$ cat src/hw/slfc_defines.svh
// Constants for the segment LCD frame control block
`ifndef SLFC_DEFINES_SVH
`define SLFC_DEFINES_SVH
`define SLFC_NUM_SEG 40
`define SLFC_NUM_COM 4
`define SLFC_MEM_W 160
`define SLFC_CONTRAST_W 8
`define SLFC_FRAME_DIV_RST 16'h0100
`define SLFC_DUTY_STATIC 2'h0
`define SLFC_DUTY_HALF 2'h1
`define SLFC_DUTY_THIRD 2'h2
`define SLFC_DUTY_QUARTER 2'h3
`endif

$ cat src/hw/slfc_pkg.sv
// Types for the segment LCD frame control block
package slfc_pkg;
  typedef enum logic [1:0] {
    SLFC_OFF = 2'b00,
    SLFC_RUN = 2'b01,
    SLFC_BLANK = 2'b10
  } slfc_state_t;

  // Controls latched at each frame start
  typedef struct packed {
    logic blank;
    logic low_power_wave_sel;
    logic [7:0] contrast;
  } slfc_frame_ctrl_t;

  // Sleep and clock context
  typedef struct packed {
    logic async_clk_sel;
    logic ext_clk_in_en;
    logic sys_clk_is_rc;
    logic sleep_idle;
    logic sleep_adc_nr;
    logic sleep_psave;
  } slfc_clk_ctx_t;
endpackage

$ cat src/hw/slfc_frame_control.sv
// Frame-level control of a segment LCD driver
//
// Function
// - Low-power waveform reaches zero DC across two frames of identical data.
// - Low-power waveform latches data and sets frame flag every second frame.
// - Synchronous clock keeps display running in Idle and Power-save.
// - Async clock with internal RC keeps Idle, ADC noise, Power-save running.
// - Async clock with external option enables oscillator pin input buffer.
// - Blank request takes effect only after current frame completes.
// - Blanked: all outputs at ground, display memory untouched.
// - Unused commons and masked segments return to port function.
// - Memory, blank, waveform, contrast captured just before each frame, or each frame pair in low-power mode.
// - On disable all LCD pins revert to port function.
// - Frame flag set at frame start; write one or vector clears it.
// - Duty select activates one to four commons.
// - Clearing enable stops the controller immediately.
// - Clock select: system clock when zero, async source when one.
`timescale 1ns/1ns
`include "slfc_defines.svh"

module slfc_frame_control #(
  parameter int NUM_SEG = `SLFC_NUM_SEG,
  parameter int MEM_W = `SLFC_MEM_W,
  parameter logic [15:0] FRAME_DIV = `SLFC_FRAME_DIV_RST
) (
  // Clock and reset
  input wire logic clk_i,
  input wire logic reset_i,
  // Control
  input wire logic drive_on_i,
  input wire logic blank_req_i,
  input wire logic low_power_wave_sel_i,
  input wire logic [7:0] contrast_ctrl_reg_i,
  input wire logic [1:0] duty_sel_i,
  input wire logic [3:0] seg_pin_mask_i,
  input wire logic [MEM_W-1:0] display_mem_i,
  input wire logic flag_clr_i,
  input wire logic irq_ack_i,
  input wire logic async_tick_i,
  input wire slfc_pkg::slfc_clk_ctx_t clk_ctx_i,
  // Status and frame outputs
  output logic frame_start_flag_o,
  output logic frame_start_o,
  output logic display_run_o,
  output logic ext_clk_in_en_o,
  output logic [MEM_W-1:0] mem_latch_o,
  output slfc_pkg::slfc_frame_ctrl_t frame_ctrl_o,
  output logic [3:0] com_lcd_en_o,
  output logic [NUM_SEG-1:0] seg_lcd_en_o,
  output logic blanked_o,
  output logic pair_phase_o
);
  slfc_pkg::slfc_state_t state_q, state_d;
  logic [15:0] div_q;
  logic pair_q;
  logic flag_q;

  // Tick source: system clock or async domain pulse
  wire tick = clk_ctx_i.async_clk_sel ? async_tick_i : 1'b1;
  wire frame_end = tick && (div_q == FRAME_DIV - 16'h0001);
  // Latch only at the first frame of a pair in low-power mode
  wire pair_edge = !frame_ctrl_o.low_power_wave_sel || !pair_q;
  wire latch_now = frame_end && pair_edge && drive_on_i;
  wire [3:0] com_used = (duty_sel_i == `SLFC_DUTY_STATIC) ? 4'h1 :
                        (duty_sel_i == `SLFC_DUTY_HALF) ? 4'h3 :
                        (duty_sel_i == `SLFC_DUTY_THIRD) ? 4'h7 : 4'hf;
  logic [5:0] seg_cnt;
  always_comb begin
    case (seg_pin_mask_i)
      4'h0: seg_cnt = 6'd13;
      4'h1: seg_cnt = 6'd15;
      4'h2: seg_cnt = 6'd17;
      4'h3: seg_cnt = 6'd19;
      4'h4: seg_cnt = 6'd21;
      4'h5: seg_cnt = 6'd23;
      4'h6: seg_cnt = 6'd24;
      4'h7: seg_cnt = 6'd25;
      4'h8: seg_cnt = 6'd27;
      4'h9: seg_cnt = 6'd29;
      4'ha: seg_cnt = 6'd31;
      4'hb: seg_cnt = 6'd33;
      4'hc: seg_cnt = 6'd35;
      4'hd: seg_cnt = 6'd37;
      4'he: seg_cnt = 6'd39;
      default: seg_cnt = 6'd40;
    endcase
  end
  wire sleep_ok_sync = !clk_ctx_i.async_clk_sel &&
                       (clk_ctx_i.sleep_idle || clk_ctx_i.sleep_psave);
  wire sleep_ok_async = clk_ctx_i.async_clk_sel && clk_ctx_i.sys_clk_is_rc &&
                        (clk_ctx_i.sleep_idle || clk_ctx_i.sleep_adc_nr ||
                         clk_ctx_i.sleep_psave);
  wire any_sleep = clk_ctx_i.sleep_idle || clk_ctx_i.sleep_adc_nr ||
                   clk_ctx_i.sleep_psave;
  wire run_ok = drive_on_i && (!any_sleep || sleep_ok_sync || sleep_ok_async);

  always_comb begin
    state_d = state_q;
    case (state_q)
      slfc_pkg::SLFC_OFF: begin
        if (drive_on_i) state_d = slfc_pkg::SLFC_RUN;
      end
      slfc_pkg::SLFC_RUN: begin
        if (latch_now && blank_req_i) state_d = slfc_pkg::SLFC_BLANK;
      end
      slfc_pkg::SLFC_BLANK: begin
        if (latch_now && !blank_req_i) state_d = slfc_pkg::SLFC_RUN;
      end
      default: state_d = slfc_pkg::SLFC_OFF;
    endcase
    if (!drive_on_i) state_d = slfc_pkg::SLFC_OFF;
  end

  always_ff @(posedge clk_i) begin
    if (reset_i || !drive_on_i) begin
      div_q <= 16'h0000;
      pair_q <= 1'b0;
    end else if (frame_end) begin
      div_q <= 16'h0000;
      // A low-power latch opens a pair, so the next frame repeats its data
      pair_q <= latch_now && low_power_wave_sel_i;
    end else if (tick) begin
      div_q <= div_q + 16'h0001;
    end
  end

  always_ff @(posedge clk_i) begin
    if (reset_i) begin
      state_q <= slfc_pkg::SLFC_OFF;
      mem_latch_o <= '0;
      frame_ctrl_o <= '0;
      frame_start_o <= 1'b0;
    end else begin
      state_q <= state_d;
      frame_start_o <= latch_now;
      if (latch_now) begin
        mem_latch_o <= display_mem_i;
        frame_ctrl_o <= {blank_req_i, low_power_wave_sel_i, contrast_ctrl_reg_i};
      end
    end
  end

  // Set wins over clear
  always_ff @(posedge clk_i) begin
    if (reset_i) flag_q <= 1'b0;
    else if (latch_now) flag_q <= 1'b1;
    else if (flag_clr_i || irq_ack_i) flag_q <= 1'b0;
  end

  always_ff @(posedge clk_i) begin
    if (reset_i) begin
      frame_start_flag_o <= 1'b0;
      display_run_o <= 1'b0;
      ext_clk_in_en_o <= 1'b0;
      com_lcd_en_o <= 4'h0;
      blanked_o <= 1'b0;
      pair_phase_o <= 1'b0;
    end else begin
      frame_start_flag_o <= latch_now || (flag_q && !flag_clr_i && !irq_ack_i);
      display_run_o <= run_ok && state_d == slfc_pkg::SLFC_RUN;
      ext_clk_in_en_o <= clk_ctx_i.async_clk_sel && clk_ctx_i.ext_clk_in_en;
      com_lcd_en_o <= drive_on_i ? com_used : 4'h0;
      blanked_o <= state_d == slfc_pkg::SLFC_BLANK;
      pair_phase_o <= pair_q;
    end
  end

  genvar g;
  generate
    for (g = 0; g < NUM_SEG; g++) begin : g_seg
      always_ff @(posedge clk_i) begin
        if (reset_i) seg_lcd_en_o[g] <= 1'b0;
        else seg_lcd_en_o[g] <= drive_on_i && (g < seg_cnt);
      end
    end
  endgenerate

  // Frame ends skipped since the last latch; a fresh enable counts as a closed pair
  logic [1:0] gap_q;
  always_ff @(posedge clk_i) begin
    if (reset_i || !drive_on_i) gap_q <= 2'h1;
    else if (latch_now) gap_q <= 2'h0;
    else if (frame_end && gap_q != 2'h3) gap_q <= gap_q + 2'h1;
  end
endmodule

$ cat config.mk
export PLATFORM = sky130hd
export DESIGN_NAME = slfc_frame_control
export DESIGN_NICKNAME = d
export VERILOG_FILES = /design/src/hw/slfc_pkg.sv /design/src/hw/slfc_frame_control.sv
export VERILOG_INCLUDE_DIRS = /design/src /design/src/hw
export SDC_FILE = /design/constraint.sdc
export NUM_CORES = 1
export LEC_CHECK = 0
export BUFFER_PORTS_ARGS = -buffer_cell sky130_fd_sc_hd__clkbuf_2
export CORE_AREA = 2 2 160 162
export DETAILED_ROUTE_END_ITERATION = 8
export DIE_AREA = 0 0 162 164
export GPL_ROUTABILITY_DRIVEN = 0
export HOLD_SLACK_MARGIN = 0.12
export PLACE_DENSITY_LB_ADDON = 0.1
export SLEW_MARGIN = 20
export SYNTH_ARGS = -nofsm -noshare
export SYNTH_HDL_FRONTEND = slang
export SYNTH_SLANG_ARGS = --single-unit
$ cat constraint.sdc
create_clock -name clk_i -period 5.06 [get_ports clk_i]
set_input_delay 0.506 -clock clk_i [delete_from_list [all_inputs] [get_ports clk_i]]
set_output_delay 0.506 -clock clk_i [all_outputs]
set_load 0.02 [all_outputs]
==> report_table.html <==
<table>
<tr><th>Metric</th><th>Value</th></tr>
<tr><th colspan="2">Synthesis</th></tr>
<tr><td>Syn Std Cell Area</td><td>8390 um2</td></tr>
<tr><td>Share of Yosys cell area claimed by the top area cell type</td><td>57.3%</td></tr>
<tr><td>Leading post-synthesis cells by cell area</td><td>sky130_fd_sc_hd__dfxtp_1 57%, sky130_fd_sc_hd__nand2_1 16%, sky130_fd_sc_hd__a21oi_1 12%</td></tr>
<tr><td>Sequential element share of the synthesized area</td><td>57.3%</td></tr>
<tr><td>Fraction of synthesis flops using an asynchronous set or reset pin</td><td>0%</td></tr>
<tr><td>Flip-flop and latch count after synthesis</td><td>240</td></tr>
<tr><td>Number of synthesized flops with an enable pin</td><td>0</td></tr>
<tr><td>Average cell area after synthesis</td><td>8.30 um2</td></tr>
<tr><td>Syn. warnings</td><td>0</td></tr>
<tr><td>Cell count after synthesis</td><td>1010</td></tr>
<tr><td>Post-synthesis cell type count</td><td>43</td></tr>
<tr><td>Largest area contributor in the synthesized netlist</td><td>sky130_fd_sc_hd__dfxtp_1</td></tr>
<tr><td>Syn_nets</td><td>1203</td></tr>
<tr><td>Top flip-flop cell by instance count after synthesis</td><td>sky130_fd_sc_hd__dfxtp_1</td></tr>
<tr><th colspan="2">Power</th></tr>
<tr><td>Total leakage power</td><td>5.04 nW</td></tr>
<tr><td>IR drop worst, VDD</td><td>218 uV</td></tr>
<tr><td>Power per cell area</td><td>364 nW/um2</td></tr>
<tr><th colspan="2">Critical path</th></tr>
<tr><td>Critical path required time</td><td>5.50 ns</td></tr>
<tr><td>End point of the critical path</td><td>frame_ctrl_o[6]</td></tr>
<tr><td>Kind of end point of the critical path</td><td>flip-flop</td></tr>
<tr><td>Arrival time at the worst endpoint</td><td>3.13 ns</td></tr>
<tr><td>Reg-to-reg startpoint</td><td>div_q[10]</td></tr>
<tr><td>Startpoint type of the worst setup path</td><td>flip-flop</td></tr>
<tr><td>Start-to-end type of the worst setup path</td><td>reg -&gt; reg</td></tr>
<tr><td>Crit Path Max Fanout</td><td>73</td></tr>
<tr><td>Worst reg2reg path endpoint</td><td>frame_ctrl_o[6]</td></tr>
<tr><td>Critical path startpoint</td><td>div_q[10]</td></tr>
<tr><td>Register-to-Register Setup Slack</td><td>2.37 ns</td></tr>
<tr><td>Worst R2R Path Depth</td><td>5</td></tr>
<tr><th colspan="2">Global route</th></tr>
<tr><td>GR met2 Demand/Resource</td><td>32.0%</td></tr>
<tr><td>All-Layer GR Usage</td><td>18.7%</td></tr>
<tr><td>Largest net degree at the start of global routing</td><td>98</td></tr>
<tr><td>Via count of the first global-routing pass</td><td>7248</td></tr>
<tr><td>Most crowded layer after global routing</td><td>met2</td></tr>
<tr><td>GR Util met3</td><td>4.22%</td></tr>
<tr><td>Wire length of the first global-routing pass</td><td>40.0 mm</td></tr>
<tr><td>Gr ovfl total</td><td>0</td></tr>
<tr><td>Number of antenna violations at the first check in global routing</td><td>1</td></tr>
<tr><td>Met1 Usage GRT</td><td>23.6%</td></tr>
<tr><th colspan="2">Clock network</th></tr>
<tr><td>Clock latency reported for the late side of the worst-skew pair</td><td>0.53 ns</td></tr>
<tr><td>Clock tree from TritonCTS</td><td>done</td></tr>
<tr><td>Maximum clock insertion buffer count</td><td>3</td></tr>
<tr><td>Total number of H-tree levels</td><td>1</td></tr>
<tr><td>Total clock buffers created by CTS</td><td>28</td></tr>
<tr><td>Clk slew on worst S/H paths</td><td>0.06 ns</td></tr>
<tr><td>Hold bufs inserted after CTS</td><td>0</td></tr>
<tr><td>Post-CTS setup-driven buffer insertion count</td><td>0</td></tr>
<tr><td>Clock sink count</td><td>240</td></tr>
<tr><td># resized after CTS</td><td>0</td></tr>
<tr><td>Clk Tree Root Cell</td><td>sky130_fd_sc_hd__clkbuf_16</td></tr>
<tr><th colspan="2">Placement</th></tr>
<tr><td>Pre-CTS setup slack</td><td>2.04 ns</td></tr>
<tr><td>Post-DP HPWL</td><td>18.7 mm</td></tr>
<tr><td>Count of input and output buffers</td><td>407</td></tr>
<tr><td>Number of cells in the design after placement</td><td>1685</td></tr>
<tr><th colspan="2">Worst hold path</th></tr>
<tr><td>Class of the most critical hold timing path</td><td>in -&gt; reg</td></tr>
<tr><th colspan="2">Drt</th></tr>
<tr><td>Sum of routed wire length over all layers</td><td>26.6 mm</td></tr>
<tr><td>DRC violation count after routing</td><td>0</td></tr>
<tr><td>Number of iterations in the first detailed-routing pass</td><td>5</td></tr>
<tr><td>Routed length per instance</td><td>15.3 um</td></tr>
<tr><td>Count of vias placed by the detailed router</td><td>7968</td></tr>
<tr><td>Detailed Route Iter0 Violations</td><td>511</td></tr>
<tr><td>Count of antenna-violating nets left after detailed routing</td><td>0</td></tr>
<tr><td>Per-cell via count in the routed design</td><td>4.58</td></tr>
<tr><th colspan="2">STA</th></tr>
<tr><td>Hold slack</td><td>0.197 ns</td></tr>
<tr><td>Clock period minus final worst setup slack</td><td>2.69 ns</td></tr>
<tr><td>Max_slew headroom</td><td>26.5%</td></tr>
<tr><td>Clk_skew</td><td>0.00898 ns</td></tr>
<tr><td>Total of endpoints with negative setup slack in the final report</td><td>0</td></tr>
<tr><td>Max Clk Rate</td><td>0.372 GHz</td></tr>
<tr><td>Worst Tran Pin Value</td><td>1.10 ns</td></tr>
<tr><td>Hold violation total from the final report</td><td>0</td></tr>
<tr><td>Final period util</td><td>53.2%</td></tr>
<tr><td>Final number of max-transition violations</td><td>0</td></tr>
<tr><td>Total negative slack for setup checks</td><td>0 ns</td></tr>
<tr><td>RSZ-0062 raised after global routing</td><td>false</td></tr>
<tr><td>Final Worst Setup Slack</td><td>2.37 ns</td></tr>
<tr><th colspan="2">Layout</th></tr>
<tr><td>Combined flip-flop and latch cell area</td><td>4800 um2</td></tr>
<tr><td>Final-stage net count</td><td>1578</td></tr>
<tr><td>Multi-input gate area in the final layout</td><td>3170 um2</td></tr>
<tr><td>Post-layout instance count excluding filler cells</td><td>1738</td></tr>
<tr><td>Share of layout cells above drive strength 1</td><td>33.2%</td></tr>
<tr><td>Layout filler cell count</td><td>2595</td></tr>
<tr><td>P&amp;R area growth vs syn</td><td>37.3%</td></tr>
<tr><th colspan="2">Outcome</th></tr>
<tr><td>Outcome</td><td>completed</td></tr>
<tr><th colspan="2">Job</th></tr>
<tr><td>Max capacitance violation total</td><td>0</td></tr>
<tr><th colspan="2">Die</th></tr>
<tr><td>Core area</td><td>24800 um2</td></tr>
<tr><td>Die Width</td><td>162 um</td></tr>
<tr><td>Number of primary I/O pins</td><td>408</td></tr>
<tr><td>Starting Density</td><td>33.8%</td></tr>
<tr><td>Total Die Area</td><td>26600 um2</td></tr>
<tr><td>Site row count</td><td>58</td></tr>
<tr><td>Chip Height</td><td>164 um</td></tr>
</table>
## cell usage in the layout (no fill, tap or decap), types with 4 or more instances in the layout
| cell type | Yosys | final |
|---|---|---|
| sky130_fd_sc_hd__clkbuf_2 | 0 | 406 |
| sky130_fd_sc_hd__nand2_1 | 360 | 360 |
| sky130_fd_sc_hd__dfxtp_1 | 240 | 240 |
| sky130_fd_sc_hd__a21oi_1 | 193 | 193 |
| sky130_fd_sc_hd__nor2_1 | 32 | 32 |
| sky130_fd_sc_hd__clkbuf_16 | 0 | 29 |
| sky130_fd_sc_hd__o21ai_0 | 15 | 15 |
| sky130_fd_sc_hd__inv_1 | 14 | 14 |
| sky130_fd_sc_hd__nand3_1 | 10 | 10 |
| sky130_fd_sc_hd__xor2_1 | 10 | 10 |
| sky130_fd_sc_hd__clkinv_2 | 0 | 9 |
| sky130_fd_sc_hd__clkbuf_8 | 0 | 9 |
| sky130_fd_sc_hd__nand4_1 | 6 | 6 |
| sky130_fd_sc_hd__nor3_1 | 6 | 6 |
| sky130_fd_sc_hd__xnor2_1 | 6 | 6 |
| sky130_fd_sc_hd__buf_4 | 3 | 6 |
| sky130_fd_sc_hd__ha_1 | 5 | 5 |
| sky130_fd_sc_hd__and2_1 | 4 | 4 |
| sky130_fd_sc_hd__nand2b_1 | 4 | 4 |
| sky130_fd_sc_hd__mux2i_1 | 4 | 4 |
## power by group
group / internal [mW] / switching [mW]
clock network: 1.27 / 0.781
logic: 0.0874 / 0.129
registers: 1.91 / 0.00674
total: 3.27 / 0.916
## cell families (layout without fill, tap and decap cells)
logic type / after synthesis / count (layout) / share of synthesized area (%)
buffers and inverters: 82 / 479 / 4.89
multiplexers: 5 / 5 / 0.612
AO/OA/AOI/OAI: 224 / 224 / 13.8
AND/OR/NAND/NOR: 438 / 438 / 20.9
other: 0 / 1 / 0
XOR/XNOR: 16 / 16 / 1.67
adder cells (fa/ha/maj): 5 / 5 / 0.746
flip-flops: 240 / 240 / 57.3
## synth_stat cells (3+ instances only)
library cell / count
sky130_fd_sc_hd__nand2_1: 360
sky130_fd_sc_hd__nand3_1: 10
sky130_fd_sc_hd__and2_1: 4
sky130_fd_sc_hd__dfxtp_1: 240
sky130_fd_sc_hd__clkbuf_1: 37
sky130_fd_sc_hd__mux2i_1: 4
sky130_fd_sc_hd__nor2_1: 32
sky130_fd_sc_hd__xnor2_1: 6
sky130_fd_sc_hd__buf_2: 19
sky130_fd_sc_hd__buf_4: 3
sky130_fd_sc_hd__a21oi_1: 193
sky130_fd_sc_hd__buf_6: 9
sky130_fd_sc_hd__ha_1: 5
sky130_fd_sc_hd__and3_1: 3
sky130_fd_sc_hd__inv_1: 14
sky130_fd_sc_hd__xor2_1: 10
sky130_fd_sc_hd__nand2b_1: 4
sky130_fd_sc_hd__nand4_1: 6
sky130_fd_sc_hd__o21ai_0: 15
sky130_fd_sc_hd__nor3_1: 6
sky130_fd_sc_hd__and4_1: 3
## critical path: stages (launching register included)
cell and delay, ns:
sky130_fd_sc_hd__dfxtp_1 0.36, sky130_fd_sc_hd__nor4_1 0.56, sky130_fd_sc_hd__and4_4 0.93, sky130_fd_sc_hd__buf_4 0.47
sky130_fd_sc_hd__nand2_1 0.10, sky130_fd_sc_hd__a21oi_1 0.15
## per-layer routing
layer	vias to the layer above	share of wire, %
met2	258	48
met3	51	6.7
li1	4037	-
met4	2	2.8
met1	3620	42
met5	-	0.049
## final cells by class
cell class                      count  area share, %
Antenna cell                        1         0.0217
Timing Repair Buffer              413           18.2
Sequential cell                   240           41.7
Clock buffer                       40           7.44
Inverter                           14          0.456
Multi-Input combinational cell    688           27.6
Tap cell                          330           3.59
Clock inverter                     12          0.978
## flip-flops by register name, indices dropped and copies added (netlist names)
| register | cells |
|---|---|
| mem_latch_o | 160 |
| seg_lcd_en_o | 40 |
| div_q | 16 |
| frame_ctrl_o | 10 |
| com_lcd_en_o | 4 |
| state_q | 2 |
| blanked_o | 1 |
| display_run_o | 1 |
| ext_clk_in_en_o | 1 |
| flag_q | 1 |
| frame_start_flag_o | 1 |
| frame_start_o | 1 |
| pair_phase_o | 1 |
| pair_q | 1 |
## how the worst min path moves through the flow
stage	from	to	slack (ns)	cells past startpoint
after floorplan	pair_q	pair_phase_o	0.42	2
after global placement	mem_latch_o[55]	mem_latch_o[55]	0.44	2
after detailed placement	mem_latch_o[147]	mem_latch_o[147]	0.44	2
after CTS	display_mem_i[44]	mem_latch_o[44]	0.17	3
after global routing	display_mem_i[144]	mem_latch_o[144]	0.19	3
final	duty_sel_i[0]	com_lcd_en_o[1]	0.20	3
## through the flow
stage / power, mW / cell area, um2 / utilization (%)
after floorplan: 2.06 / 8390 / -
after global placement: 2.18 / 10500 / 42.5
after detailed placement: 2.18 / 10500 / 42.5
after CTS: 4.25 / 11500 / 46.4
after global routing: 4.35 / 11500 / 46.4
final: 4.19 / 11500 / 46.4
Power figures use the tool's default switching activity.
